===== src/rtl/gtm_pkg.sv =====
package gtm_pkg;

  localparam int unsigned GTM_AW = 4;
  localparam int unsigned GTM_DW = 16;
  localparam int unsigned GTM_PS_W = 8;
  localparam int unsigned GTM_ST_W = 2;

  // register offsets on the plain port
  localparam logic [GTM_AW-1:0] GTM_OFF_CTRL = 4'h0;
  localparam logic [GTM_AW-1:0] GTM_OFF_COUNT = 4'h2;
  localparam logic [GTM_AW-1:0] GTM_OFF_PERIOD = 4'h4;
  localparam logic [GTM_AW-1:0] GTM_OFF_STATUS = 4'h6;
  localparam logic [GTM_AW-1:0] GTM_OFF_MASK = 4'h8;

  // control field positions
  localparam int unsigned GTM_BIT_RUN = 15;
  localparam int unsigned GTM_BIT_IDLE = 13;
  localparam int unsigned GTM_BIT_GATE = 6;
  localparam int unsigned GTM_BIT_PS_HI = 5;
  localparam int unsigned GTM_BIT_PS_LO = 4;
  localparam int unsigned GTM_BIT_SYNC = 2;
  localparam int unsigned GTM_BIT_CS = 1;
  localparam logic [GTM_DW-1:0] GTM_CTRL_WMASK = 16'hA076;

  // status bit positions
  localparam int unsigned GTM_ST_MATCH = 0;
  localparam int unsigned GTM_ST_GATE = 1;

  // reset values
  localparam logic [GTM_DW-1:0] GTM_RST_CTRL = 16'h0000;
  localparam logic [GTM_DW-1:0] GTM_RST_COUNT = 16'h0000;
  localparam logic [GTM_DW-1:0] GTM_RST_PERIOD = 16'hFFFF;
  localparam logic [GTM_ST_W-1:0] GTM_RST_STATUS = 2'h0;
  localparam logic [GTM_ST_W-1:0] GTM_RST_MASK = 2'h0;

  // prescale codes and terminal counts (ratio minus one)
  localparam logic [1:0] GTM_PS_1 = 2'h0;
  localparam logic [1:0] GTM_PS_8 = 2'h1;
  localparam logic [1:0] GTM_PS_64 = 2'h2;
  localparam logic [1:0] GTM_PS_256 = 2'h3;
  localparam logic [GTM_PS_W-1:0] GTM_TERM_1 = 8'h00;
  localparam logic [GTM_PS_W-1:0] GTM_TERM_8 = 8'h07;
  localparam logic [GTM_PS_W-1:0] GTM_TERM_64 = 8'h3F;
  localparam logic [GTM_PS_W-1:0] GTM_TERM_256 = 8'hFF;

  typedef struct packed {
    logic run;
    logic idle_stop;
    logic gate_en;
    logic [1:0] ps;
    logic sync;
    logic cs;
  } gtm_ctrl_t;

  typedef struct packed {
    logic wr;
    logic rd;
    logic [GTM_AW-1:0] addr;
    logic [GTM_DW-1:0] wdata;
  } gtm_bus_req_t;

endpackage


===== src/rtl/gtm_timer.sv =====
// How it works
// - one 16-bit counter: timer, synced counter or unsynced counter
// - interrupt on period match, and on gate falling edge when gated
// - run_enable bit 15 starts counting, clearing it stops
// - idle_stop bit 13 halts counting during Idle, else it continues
// - gate_accumulate_enable bit 6 gates internal clock; ignored on external
// - prescale_select bits 5-4: 1:256, 1:64, 1:8, 1:1
// - ext_clock_sync bit 2 picks synced or unsynced external clock
// - clock_source_select bit 1: external pin rising edge or internal
// - control write while running resets the prescale counter
// - unimplemented control bits ignore writes and read zero
// - counter may keep running in Idle and Sleep
//
// Our own choices: the strobed register port and the register addresses.
`timescale 1ns/100ps
module gtm_timer
  import gtm_pkg::*;
(
  input wire logic CORE_CLK,
  input wire logic ARST_N,
  input wire logic [GTM_AW-1:0] ADDR,
  input wire logic [GTM_DW-1:0] WDATA,
  input wire logic WR,
  input wire logic RD,
  output logic [GTM_DW-1:0] RDATA,
  input wire logic IDLE_MODE,
  input wire logic SLEEP_MODE,
  input wire logic EXT_TIMER_CLOCK_PIN,
  output logic IRQ
);

  gtm_bus_req_t req;
  gtm_ctrl_t ctrl_ff;
  gtm_ctrl_t nxt_ctrl;
  logic [GTM_DW-1:0] count_ff;
  logic [GTM_DW-1:0] nxt_count;
  logic [GTM_DW-1:0] period_ff;
  logic [GTM_DW-1:0] nxt_period;
  logic [GTM_ST_W-1:0] status_ff;
  logic [GTM_ST_W-1:0] nxt_status;
  logic [GTM_ST_W-1:0] mask_ff;
  logic [GTM_ST_W-1:0] nxt_mask;
  logic [GTM_DW-1:0] rdata_ff;
  logic [GTM_DW-1:0] nxt_rdata;
  logic irq_ff;
  logic nxt_irq;
  logic pin_s1_ff;
  logic pin_s2_ff;
  logic pin_s3_ff;
  logic pin_s4_ff;
  logic tick;
  logic [GTM_PS_W-1:0] ps_cnt;

  assign req = '{wr: WR, rd: RD, addr: ADDR, wdata: WDATA};

  // register decode
  wire logic ctrl_wr = req.wr && (req.addr == GTM_OFF_CTRL);
  wire logic count_wr = req.wr && (req.addr == GTM_OFF_COUNT);
  wire logic period_wr = req.wr && (req.addr == GTM_OFF_PERIOD);
  wire logic status_wr = req.wr && (req.addr == GTM_OFF_STATUS);
  wire logic mask_wr = req.wr && (req.addr == GTM_OFF_MASK);

  // control word as software sees it; reserved positions stay zero
  wire logic [GTM_DW-1:0] ctrl_word = {
    ctrl_ff.run, 1'b0, ctrl_ff.idle_stop, 6'h00, ctrl_ff.gate_en,
    ctrl_ff.ps, 1'b0, ctrl_ff.sync, ctrl_ff.cs, 1'b0};

  // only implemented positions are taken from a write
  assign nxt_ctrl = ctrl_wr ? '{
    run: req.wdata[GTM_BIT_RUN],
    idle_stop: req.wdata[GTM_BIT_IDLE],
    gate_en: req.wdata[GTM_BIT_GATE],
    ps: req.wdata[GTM_BIT_PS_HI:GTM_BIT_PS_LO],
    sync: req.wdata[GTM_BIT_SYNC],
    cs: req.wdata[GTM_BIT_CS]} : ctrl_ff;

  // pin synchroniser; s1 feeds s2 only
  always_ff @(posedge CORE_CLK or negedge ARST_N) begin
    if (!ARST_N) begin
      pin_s1_ff <= 1'b0;
      pin_s2_ff <= 1'b0;
      pin_s3_ff <= 1'b0;
      pin_s4_ff <= 1'b0;
    end else begin
      pin_s1_ff <= EXT_TIMER_CLOCK_PIN;
      pin_s2_ff <= pin_s1_ff;
      pin_s3_ff <= pin_s2_ff;
      pin_s4_ff <= pin_s3_ff;
    end
  end

  // unsynced path takes the earliest safe edge; the synced path
  // retimes once more so edges align with counter updates, one
  // cycle later. a true clockless path is not possible on one clock.
  wire logic edge_async = pin_s2_ff && !pin_s3_ff;
  wire logic edge_sync = pin_s3_ff && !pin_s4_ff;
  wire logic ext_edge = ctrl_ff.sync ? edge_sync : edge_async;
  wire logic gate_lvl = pin_s2_ff;
  wire logic gate_fall = pin_s3_ff && !pin_s2_ff;

  // only the unsynced external counter keeps going in Sleep
  wire logic sleep_ok = ctrl_ff.cs && !ctrl_ff.sync;
  wire logic hold = !ctrl_ff.run ||
                    (IDLE_MODE && ctrl_ff.idle_stop) ||
                    (SLEEP_MODE && !sleep_ok);
  wire logic gated = !ctrl_ff.cs && ctrl_ff.gate_en;
  wire logic int_in = !gated || gate_lvl;
  wire logic pre_in = !hold && (ctrl_ff.cs ? ext_edge : int_in);
  wire logic pre_clr = ctrl_wr && ctrl_ff.run;

  gtm_prescaler #(
    .W(GTM_PS_W)
  ) u_prescaler (
    .clk(CORE_CLK),
    .arst_n(ARST_N),
    .clr(pre_clr),
    .tick_in(pre_in),
    .sel(ctrl_ff.ps),
    .tick_out(tick),
    .cnt(ps_cnt)
  );

  wire logic match_evt = tick && (count_ff == period_ff);
  wire logic gate_evt = gated && !hold && gate_fall;
  wire logic [GTM_ST_W-1:0] evt_vec = {gate_evt, match_evt};

  // wrap to zero on the tick that finds a match
  assign nxt_count = count_wr ? req.wdata :
                     !tick ? count_ff :
                     match_evt ? '0 :
                     count_ff + 16'h0001;
  assign nxt_period = period_wr ? req.wdata : period_ff;
  assign nxt_mask = mask_wr ? req.wdata[GTM_ST_W-1:0] : mask_ff;

  // write one to clear; a new event in the same cycle wins
  wire logic [GTM_ST_W-1:0] st_clr =
    status_wr ? req.wdata[GTM_ST_W-1:0] : '0;
  assign nxt_status = (status_ff & ~st_clr) | evt_vec;
  assign nxt_irq = |(nxt_status & nxt_mask);

  // unmapped reads return zero
  wire logic [GTM_DW-1:0] rd_mux =
    (req.addr == GTM_OFF_CTRL) ? ctrl_word :
    (req.addr == GTM_OFF_COUNT) ? count_ff :
    (req.addr == GTM_OFF_PERIOD) ? period_ff :
    (req.addr == GTM_OFF_STATUS) ? {14'h0000, status_ff} :
    (req.addr == GTM_OFF_MASK) ? {14'h0000, mask_ff} : 16'h0000;
  assign nxt_rdata = req.rd ? rd_mux : 16'h0000;

  always_ff @(posedge CORE_CLK or negedge ARST_N) begin
    if (!ARST_N) begin
      ctrl_ff <= gtm_ctrl_t'(7'h00);
      count_ff <= GTM_RST_COUNT;
      period_ff <= GTM_RST_PERIOD;
    end else begin
      ctrl_ff <= nxt_ctrl;
      count_ff <= nxt_count;
      period_ff <= nxt_period;
    end
  end

  always_ff @(posedge CORE_CLK or negedge ARST_N) begin
    if (!ARST_N) begin
      status_ff <= GTM_RST_STATUS;
      mask_ff <= GTM_RST_MASK;
      irq_ff <= 1'b0;
      rdata_ff <= 16'h0000;
    end else begin
      status_ff <= nxt_status;
      mask_ff <= nxt_mask;
      irq_ff <= nxt_irq;
      rdata_ff <= nxt_rdata;
    end
  end

  assign RDATA = rdata_ff;
  assign IRQ = irq_ff;
endmodule


===== src/rtl/gtm_prescaler.sv =====
`timescale 1ns/100ps
module gtm_prescaler
  import gtm_pkg::*;
#(
  parameter int unsigned W = GTM_PS_W
) (
  input wire logic clk,
  input wire logic arst_n,
  input wire logic clr,
  input wire logic tick_in,
  input wire logic [1:0] sel,
  output logic tick_out,
  output logic [W-1:0] cnt
);

  logic [W-1:0] cnt_ff;
  logic [W-1:0] nxt_cnt;
  wire logic [W-1:0] term;
  wire logic at_term;

  assign term = (sel == GTM_PS_256) ? W'(GTM_TERM_256) :
                (sel == GTM_PS_64)  ? W'(GTM_TERM_64) :
                (sel == GTM_PS_8)   ? W'(GTM_TERM_8) : W'(GTM_TERM_1);
  assign at_term = (cnt_ff >= term);
  assign tick_out = tick_in && at_term && !clr;
  assign cnt = cnt_ff;

  // clear wins over a pending input edge
  assign nxt_cnt = clr ? '0 :
                   !tick_in ? cnt_ff :
                   at_term ? '0 : cnt_ff + W'(1);

  always_ff @(posedge clk or negedge arst_n) begin
    if (!arst_n) begin
      cnt_ff <= '0;
    end else begin
      cnt_ff <= nxt_cnt;
    end
  end

endmodule


===== config.mk =====
export PLATFORM = sky130hd
export DESIGN_NAME = gtm_timer
export DESIGN_NICKNAME = d
export VERILOG_FILES = /design/src/rtl/gtm_pkg.sv /design/src/rtl/gtm_timer.sv /design/src/rtl/gtm_prescaler.sv
export SDC_FILE = /design/constraint.sdc
export NUM_CORES = 1
export LEC_CHECK = 0
export ABC_AREA = 1
export BUFFER_PORTS_ARGS = -buffer_cell sky130_fd_sc_hd__buf_2
export CAP_MARGIN = 20
export CORE_ASPECT_RATIO = 1.25
export CORE_MARGIN = 2
export CORE_UTILIZATION = 35
export DETAILED_ROUTE_END_ITERATION = 7
export GPL_TIMING_DRIVEN = 0
export PLACE_DENSITY_LB_ADDON = 0.08
export SYNTH_ARGS = -nofsm -noshare
export SYNTH_HDL_FRONTEND = slang
export SYNTH_SLANG_ARGS = --single-unit

===== constraint.sdc =====
create_clock -name CORE_CLK -period 5.1 [get_ports CORE_CLK]
set_input_delay 1.02 -clock CORE_CLK [delete_from_list [all_inputs] [get_ports CORE_CLK]]
set_output_delay 1.02 -clock CORE_CLK [all_outputs]
set_load 0.02 [all_outputs]

==> results.toml, run 1 <==
[sta]
slew_headroom = 0.635
tns_ps = 0
setup_violations = 0
hold_viol = 0
final_max_slew_viol_count = 0
fin_crit_ps = 2140
setup_ws_ps = 2960
worst_pin_slew_ps = 547
fin_crit_sh = 0.419
clock.fmax_ghz = 0.468
fin_skew_ps = 7.55
rsz0062_at_grt = "no"

[drt]
drcViolationCount = 0
met1_length_um = 5100
routed-via-count = 3437
wl_met3_um = 353
ant_nets = 0
dr.pass1.iters = 4
route.met2.wl_um = 5330
first_iter_violations = 175
dr.max_layer_used = "met4"
wl_per_cell_um = 15.5
wl_um = 10900
via_per_inst = 4.88

[clock_tree]
clock_sinks = 72
cts_resized = 0
root_buffer = "clkbuf_16"
cts_htree_levels = 3
cts_made_buffers = 9
cts_tree = "done"
clk_pin_slew_ps = 60
clockBufferDepth = 2
cts_hold_buf = 0
clkLatencyLatePin_ps = 340
cts_setup_buffers = 0

[floorplanning]
die_area_um2 = 12500
fp.coreArea_um2 = 11500
die_height_um = 125
start_util = 0.354
die_x_um = 100
core.rowCount = 44
io_pins = 44

[synth]
synth.top_cell.area_share = 0.344
synth_top_cells_by_count = "137 x nand2_1, 64 x nand3_1, 56 x dfrtp_1"
async_flop_share = 1.00
yosysMostFrequentCell = "nand2_1"
syn_nets = 539
yosysTopAreaCell = "dfrtp_1"
synth_cell_types = 41
syn_inst = 507
synth_area_um2 = 4070
seq_area_frac_synth = 0.448
ys_ff_latch = 72
postSynthAreaPerCell_um2 = 8.03
synth_area_leaders = "dfrtp_1 34%, nand2_1 13%, dfstp_2 10%"
ys.flop_type = "dfrtp_1"
yosysWarnings = 0
synth_edf_count = 0

[final_layout]
num_antenna_cells = 0
drive_gt1_frac = 0.233
fin_area_um2 = 4820
synthToLayoutAreaGrowth_pct = 18.4
final_core_util = 0.419
nNetsFinal = 594

[place]
globalplace.congestion = 0.846
dp_slack_ps = 2620
dpl-instance-area_um2 = 4490
io_buffers = 43
hpwlAfterDp_um = 8240

[critical_path]
crit_required_ps = 5320
regToRegStartpoint = "ctrl_ff[3]"
worst_setup_path_end_kind = "register"
critPathLaunchType = "input port"
cp-startpoint = "ADDR[1]"
crit_arrival_ps = 2350
critPathKind = "input port to register"
r2r_slack_ps = 3060
r2r_cells = 13
crit_end = "count_ff[15]"
critPathMaxFanout = 10
r2r_end = "count_ff[11]"

[global_routing]
grt_pass1_wl_um = 17800
antenna_found_initial = 0
grt_max_degree = 51
grt_overflow = 0
grt_pass1_vias = 3396
grt_use_total = 0.186

[outcome]
status = "complete, no violations"

[pwr]
leakagePower_nw = 2.39
power_mw = 2.14
power_density_nw_per_um2 = 444
ir_worst_vdd_mv = 0.157

[hold_path]
hold_depth = 0
hold_class = "register to register"

[run]
drv_cap = 0
-- stage by stage --
| step | hold WS (ps) | instances |
|---|---|---|
| floorplan | 331 | 507 |
| detailed placement | 335 | 689 |
| global placement | 336 | 688 |
| finish | 347 | 705 |
| global route | 354 | 705 |
| CTS | 349 | 705 |
-- flip-flops by register name, indices dropped and copies added (netlist names) --
register         count
gate_lvl             1
pin_s3_ff            1
count_ff            16
status_ff            2
pin_s4_ff            1
mask_ff              2
RDATA               16
u_prescaler.cnt      8
IRQ                  1
ctrl_ff              7
pin_s1_ff            1
period_ff           16
-- logic make-up (layout without fill, tap and decap cells) --
| logic type | after synthesis | after routing | synth area share |
|---|---|---|---|
| compound gates | 51 | 51 | 0.0759 |
| xor+xnor | 24 | 24 | 0.0516 |
| fa+ha+maj | 5 | 5 | 0.0154 |
| buf+inv | 74 | 134 | 0.0799 |
| flops | 72 | 72 | 0.448 |
| mux | 11 | 11 | 0.0304 |
| simple gates | 270 | 270 | 0.299 |
-- how the worst min path moves through the flow --
stage | to | slack, ps | startpoint
after global placement | gate_lvl | 340 | pin_s1_ff
after floorplan | gate_lvl | 330 | pin_s1_ff
after CTS | gate_lvl | 350 | pin_s1_ff
after detailed placement | gate_lvl | 330 | pin_s1_ff
after global routing | gate_lvl | 350 | pin_s1_ff
final | gate_lvl | 350 | pin_s1_ff
-- worst max-delay path, cell delays in order --
cell and delay [ps]:
buf_2 90, inv_1 30, nor2_1 150, nand2_2 200, nor2_4 300, inv_2 140, buf_2 220, nand3_1 110
nand3_1 80
-- layout make-up --
type,instances,area [um2]
repair buffers,44,245
multi-input cells,361,1920
plain buffers,18,113
clock inverters,5,78.8
fillers,1185,6690
well taps,138,173
flip-flops and latches,72,1820
inverters,56,213
clock buffers,11,253
-- layout by cell type, fill, tap and decap left out, types with 2 or more instances in the layout --
cell type | Yosys | layout
nand2_2 | 4 | 4
nor2_1 | 40 | 40
nand2_4 | 2 | 2
buf_6 | 4 | 4
clkbuf_16 | 0 | 9
nand2_1 | 137 | 137
a21oi_1 | 13 | 13
nor3_1 | 7 | 7
o22ai_1 | 2 | 2
inv_2 | 8 | 8
inv_1 | 47 | 47
clkinv_2 | 0 | 2
o21ai_0 | 20 | 20
xor2_1 | 14 | 14
mux2_2 | 11 | 11
bufinv_16 | 0 | 2
buf_2 | 7 | 49
buf_4 | 1 | 2
ha_1 | 5 | 5
nor2_4 | 4 | 4
dfstp_2 | 16 | 16
xnor2_1 | 10 | 10
clkbuf_2 | 2 | 2
clkbuf_8 | 0 | 2
a211oi_1 | 4 | 4
clkbuf_1 | 4 | 4
dfrtp_1 | 56 | 56
a31oi_1 | 3 | 3
nor2_2 | 7 | 7
nand3_1 | 64 | 64
-- where the power goes --
part | leakage [nW] | switching (mW) | internal (mW) | total (mW)
registers | 0.896 | 0.120 | 0.716 | 0.835
logic | 1.33 | 0.363 | 0.240 | 0.603
clock network | 0.165 | 0.249 | 0.454 | 0.703
-- routing by layer --
metal  vias to the layer above  track usage
met5                         -            0
met3                        10       0.0320
li1                       1741            -
met1                      1617        0.249
met4                         0       0.0532
met2                        69        0.306
Note: power is estimated with default switching activity, not from simulation.
==> inputs of run 2 (changes only) <==
==> constraint.sdc (replaced) <==
create_clock -name CORE_CLK -period 1.8 [get_ports CORE_CLK]
set_input_delay 0.36 -clock CORE_CLK [delete_from_list [all_inputs] [get_ports CORE_CLK]]
set_output_delay 0.36 -clock CORE_CLK [all_outputs]
set_load 0.02 [all_outputs]
==> results.toml, run 2 (synthesis results as in run 1) <==
[outcome]
status = "complete, but fails checks"
violations = "setup timing"

[clock_tree]
cts_tree = "done"
clkLatencyLatePin_ps = 340
root_buffer = "clkbuf_16"
clk_pin_slew_ps = 60
clockBufferDepth = 2
cts_made_buffers = 9
cts_htree_levels = 3
clock_sinks = 72

[global_routing]
grt_pass1_wl_um = 18200
grt_overflow = 0
grt_use_total = 0.190
grt_pass1_vias = 3448
grt_max_degree = 51
antenna_found_initial = 0

[pwr]
power_density_nw_per_um2 = 1240
leakagePower_nw = 2.49
ir_worst_vdd_mv = 0.440

[drt]
drcViolationCount = 0
routed-via-count = 3523
wl_per_cell_um = 15.8
first_iter_violations = 172
wl_um = 11300
ant_nets = 0
dr.pass1.iters = 5
via_per_inst = 4.92

[final_layout]
num_antenna_cells = 0
final_cell_mix = "136 x nand2_1, 55 x dfrtp_1, 51 x nand3_1"
final_core_util = 0.438
nNetsFinal = 605
drive_gt1_frac = 0.282
final_cells = 716
synthToLayoutAreaGrowth_pct = 23.9
final_common_cell = "nand2_1"

[critical_path]
critPathLaunchType = "register"
worst_setup_path_end_kind = "register"
crit_required_ps = 2070
critPathKind = "register to register"
critPathMaxFanout = 5
regToRegStartpoint = "ctrl_ff[3]"
crit_arrival_ps = 2090
cp-startpoint = "ctrl_ff[3]"
r2r_slack_ps = -20

[sta]
setup_violations = 13
slew_headroom = 0.619
clock.fmax_ghz = 0.549
fin_crit_sh = 1.01
rsz0062_at_grt = "yes"
fin_skew_ps = 5.71
setup_ws_ps = -21.2
hold_viol = 0
fin_crit_ps = 1820
whs_ps = 127
final_max_slew_viol_count = 0
worst_pin_slew_ps = 571

[run]
drv_cap = 0

[hold_path]
worstHoldStart = "EXT_TIMER_CLOCK_PIN"
hold_class = "input port to register"

[place]
place_inst = 689
hpwlAfterDp_um = 8240
globalplace.congestion = 0.846
io_buffers = 43

[floorplanning]
start_util = 0.354
fp.coreArea_um2 = 11500
die_x_um = 100
die_height_um = 125
core.rowCount = 44
die_area_um2 = 12500
io_pins = 44
[run 2: cell types whose count changed in the layout (fill, tap and decap cells not counted), moves of 2 or more]
cell,before,now
buf_4,2,8
buf_8,0,2
inv_1,47,45
inv_2,8,10
nand3_1,64,51
nand3_2,0,13
[run 2: critical path, cell delays in order (launching register included)]
cell,delay [ps]
dfrtp_2,380
inv_2,50
nand2_2,60
inv_2,50
ha_4,260
nor2_2,30
a21oi_1,110
nand2_1,70
nand2_1,60
nand2_2,90
a21oi_4,160
buf_12,140
buf_8,120
nand3_1,80
nand3_1,70
[run 2: metal layers]
metal  vias to the layer above  part of all wire  track usage
li1                       1763                 -            -
met1                      1672              0.47        0.257
met2                        77              0.49        0.311
met3                        11             0.033       0.0320
met4                         0             0.012       0.0532
met5                         -                 0            0
[run 2: final cells by class]
cell class              count  area [um2]
plain buffers              18         120
clock buffers              11         253
clock inverters             5        78.8
fillers                  1168        6460
inverters                  56         213
multi-input cells         361        2010
flip-flops and latches     72        1820
well taps                 138         173
repair buffers             55         368
[run 2: through the flow]
| step | setup WS (ps) | total power, mW | area, um2 | TNS [ps] |
|---|---|---|---|---|
| floorplan | 112 | 3.62 | 4070 | 0 |
| global route | -128 | 6.64 | 5040 | -1990 |
| finish | -21.2 | 6.25 | 5040 | -153 |
| CTS | -33.7 | 6.24 | 4950 | -208 |
| global placement | -217 | 4.09 | 4460 | -10290 |
| detailed placement | -249 | 4.12 | 4490 | -3000 |
[run 2: worst paths after layout]
kind / end / cells past startpoint
setup / recovery: count_ff[5] / 14
hold / removal: pin_s1_ff / 1
setup reg to reg: count_ff[5] / 14
hold reg to reg: gate_lvl / 0
max in group asynchronous: period_ff[5] / 3
min in group asynchronous: u_prescaler.cnt[4] / 2
[run 2: what timing repair did]
item                                    in CTS  in global routing
endpoints found under the hold margin       22                  0
pin swaps                                    6                 16
resized for setup                           12                 14
cloned                                       1                  1
buffers inserted                             8                  0
endpoints found under the setup margin      22                 22
hold buffers                                 1                  0
[run 2: power breakdown]
part           switching (mW)  internal, mW
registers               0.352          2.03
logic                    1.10         0.776
clock network           0.707          1.29
total                    2.15          4.09
==> inputs of run 3 (changes only) <==
--- a/config.mk
+++ b/config.mk
@@ -16,4 +16,5 @@
 export PLACE_DENSITY_LB_ADDON = 0.08
 export SYNTH_ARGS = -nofsm -noshare
 export SYNTH_HDL_FRONTEND = slang
+export SYNTH_HIERARCHICAL = 1
 export SYNTH_SLANG_ARGS = --single-unit
==> results.toml, run 3 <==
[synth]
seq_area_frac_synth = 0.427
synth_cell_types = 37
async_flop_share = 1.00
synth_top_cells_by_count = "177 x nand2_1, 70 x inv_1, 56 x dfrtp_1"
synth.top_cell.area_share = 0.329
ys.flop_type = "dfrtp_1"
yosysWarnings = 6
yosysMostFrequentCell = "nand2_1"
postSynthAreaPerCell_um2 = 7.44
synth_area_leaders = "dfrtp_1 33%, nand2_1 16%, dfstp_2 9.9%"
syn_inst = 573
synth_edf_count = 0
yosysTopAreaCell = "dfrtp_1"
ys_ff_latch = 72
syn_nets = 608
synth_area_um2 = 4260

[final_layout]
fillers = 1234
fin_area_um2 = 5340
multi_input_area_um2 = 2190
nNetsFinal = 686
final_cell_mix = "173 x nand2_1, 64 x inv_1, 54 x dfrtp_1"
final_common_cell = "nand2_1"
synthToLayoutAreaGrowth_pct = 25.1
regArea_um2 = 1820
num_antenna_cells = 0
drive_gt1_frac = 0.258

[sta]
slew_headroom = 0.490
worst_pin_slew_ps = 762
fin_skew_ps = 8.01
fin_crit_sh = 1.28
fin_crit_ps = 2310
rsz0062_at_grt = "yes"
setup_violations = 25
whs_ps = 123
hold_viol = 0
setup_ws_ps = -507
final_max_slew_viol_count = 0
clock.fmax_ghz = 0.434

[critical_path]
cp-startpoint = "pin_s3_ff"
critPathKind = "register to register"
critPathLaunchType = "register"
slowest_delay_ps = 390
critPathMaxFanout = 8
regToRegStartpoint = "pin_s3_ff"
crit_arrival_ps = 2530
crit_required_ps = 2030
cp_slowest_cell = "dfrtp_1"
cp_cell_sequence = "inv_2 > nor2_2 > nor3_2 > a2111oi_4 > inv_1 > nor2_4 > inv_2 > a21oi_4 > nand2_1 > nor2_1 > nand2_1 > nor2_2 > nand3_4 > nand2_8 > o21bai_1"
worst_setup_path_end_kind = "register"

[floorplanning]
fp.coreArea_um2 = 12000
start_util = 0.356
die_x_um = 103
die_area_um2 = 13100
core.rowCount = 45
die_height_um = 127
io_pins = 44

[run]
drv_cap = 0

[pwr]
power_frac_clock = 0.285
power_density_nw_per_um2 = 1240
p_sw_mw = 2.50
leakagePower_nw = 2.69
internal-power_mw = 4.09
p_seq_frac = 0.381
swShare = 0.379
combPwrFrac = 0.334
ir_worst_vdd_mv = 0.455
power_mw = 6.59

[drt]
drcViolationCount = 0
wl_um = 12900
first_iter_violations = 185
routed-via-count = 3928
wl_per_cell_um = 15.7
dr.pass1.iters = 5
ant_nets = 0
via_per_inst = 4.79

[outcome]
status = "complete, but fails checks"
violations = "setup timing"

[clock_tree]
clockBufferDepth = 2
cts_made_buffers = 9
cts_htree_levels = 3
cts_tree = "done"
clk_pin_slew_ps = 60
clkLatencyLatePin_ps = 350
clock_sinks = 72
root_buffer = "clkbuf_16"

[global_routing]
grt_pass1_wl_um = 20900
grt_overflow = 0
grt_use_total = 0.215
grt_pass1_vias = 3898
antenna_found_initial = 0
grt_max_degree = 57

[hold_path]
hold_class = "input port to register"
worstHoldStart = "EXT_TIMER_CLOCK_PIN"

[place]
globalplace.congestion = 0.898
hpwlAfterDp_um = 9230
dpl-instance-area_um2 = 4740
io_buffers = 43
dp_slack_ps = -868
[run 3: changes by cell type in the layout (fill, tap and decap cells not counted), moves of 9 or more]
| cell | delta |
|---|---|
| inv_1 | +19 |
| o21bai_1 | +9 |
| nand2_1 | +37 |
| mux2_2 | -11 |
| nand3_1 | -27 |
| buf_4 | +14 |
| nand3_2 | -11 |
| o21ai_0 | +19 |
[run 3: cells by family after synthesis]
| logic type | share of synthesized area |
|---|---|
| adders and majority gates | 0.0235 |
| AOI/OAI and AO/OA | 0.133 |
| and+or+nand+nor | 0.297 |
| xor gates and xnor gates | 0.0288 |
| buffers and inverters | 0.0913 |
| DFF | 0.427 |
[run 3: critical path: cells and delay by family, from the launching register on]
family / cells / cell delay, ps
AOI/OAI and AO/OA: 3 / 560
buffers and inverters: 3 / 250
DFF: 1 / 390
and+or+nand+nor: 9 / 960
[run 3: through the flow]
step                      instances   util  setup TNS, ps
after floorplan                 573      -          -3500
after global placement          780  0.392         -23480
after detailed placement        781  0.395         -15960
after CTS                       811  0.434         -10360
after global routing            820  0.445         -12390
final                           820  0.445          -8790
[run 3: final timing paths]
check	endpoint	slack, ps	cells after the start
worst max register to register	count_ff[9]	-510	15
max in group asynchronous	period_ff[12]	770	3
worst min register to register	gate_lvl	360	0
min in group asynchronous	pin_s3_ff	420	2
worst min-delay path	pin_s1_ff	120	1
worst max-delay path	count_ff[9]	-510	15
[run 3: timing repair]
item / CTS / global route
pin swaps: 8 / 9
hold buffers: 1 / 0
gates cloned: 1 / 0
endpoints found under the setup margin: 18 / 26
gates resized for setup: 11 / 19
buffers inserted: 12 / 9
endpoints found under the hold margin: 16 / 0
[run 3: metal layers]
layer | GRT usage | vias up | part of all wire
met2 | 0.361 | 60 | 0.51
met4 | 0.0855 | 0 | 0.021
met3 | 0.0361 | 15 | 0.027
li1 | - | 1989 | -
met1 | 0.273 | 1864 | 0.44
met5 | 0 | - | 0
[run 3: final cells by class]
type	instances	share of cell area
plain buffers	11	0.0143
inverters	82	0.0596
clock buffers	13	0.0506
repair buffers	66	0.0774
flip-flops and latches	72	0.342
multi-input cells	409	0.410
well taps	164	0.0385
clock inverters	3	0.00750
[run 3: power groups by stage]
stage          clock, mW  sequential (mW)  combinational [mW]
2_1_floorplan          0             2.40                1.55
3_3_place_gp           0             2.52                2.00
3_5_place_dp           0             2.52                2.03
4_1_cts             1.94             2.50                2.13
5_1_grt             2.01             2.57                2.52
6_report            1.88             2.51                2.20
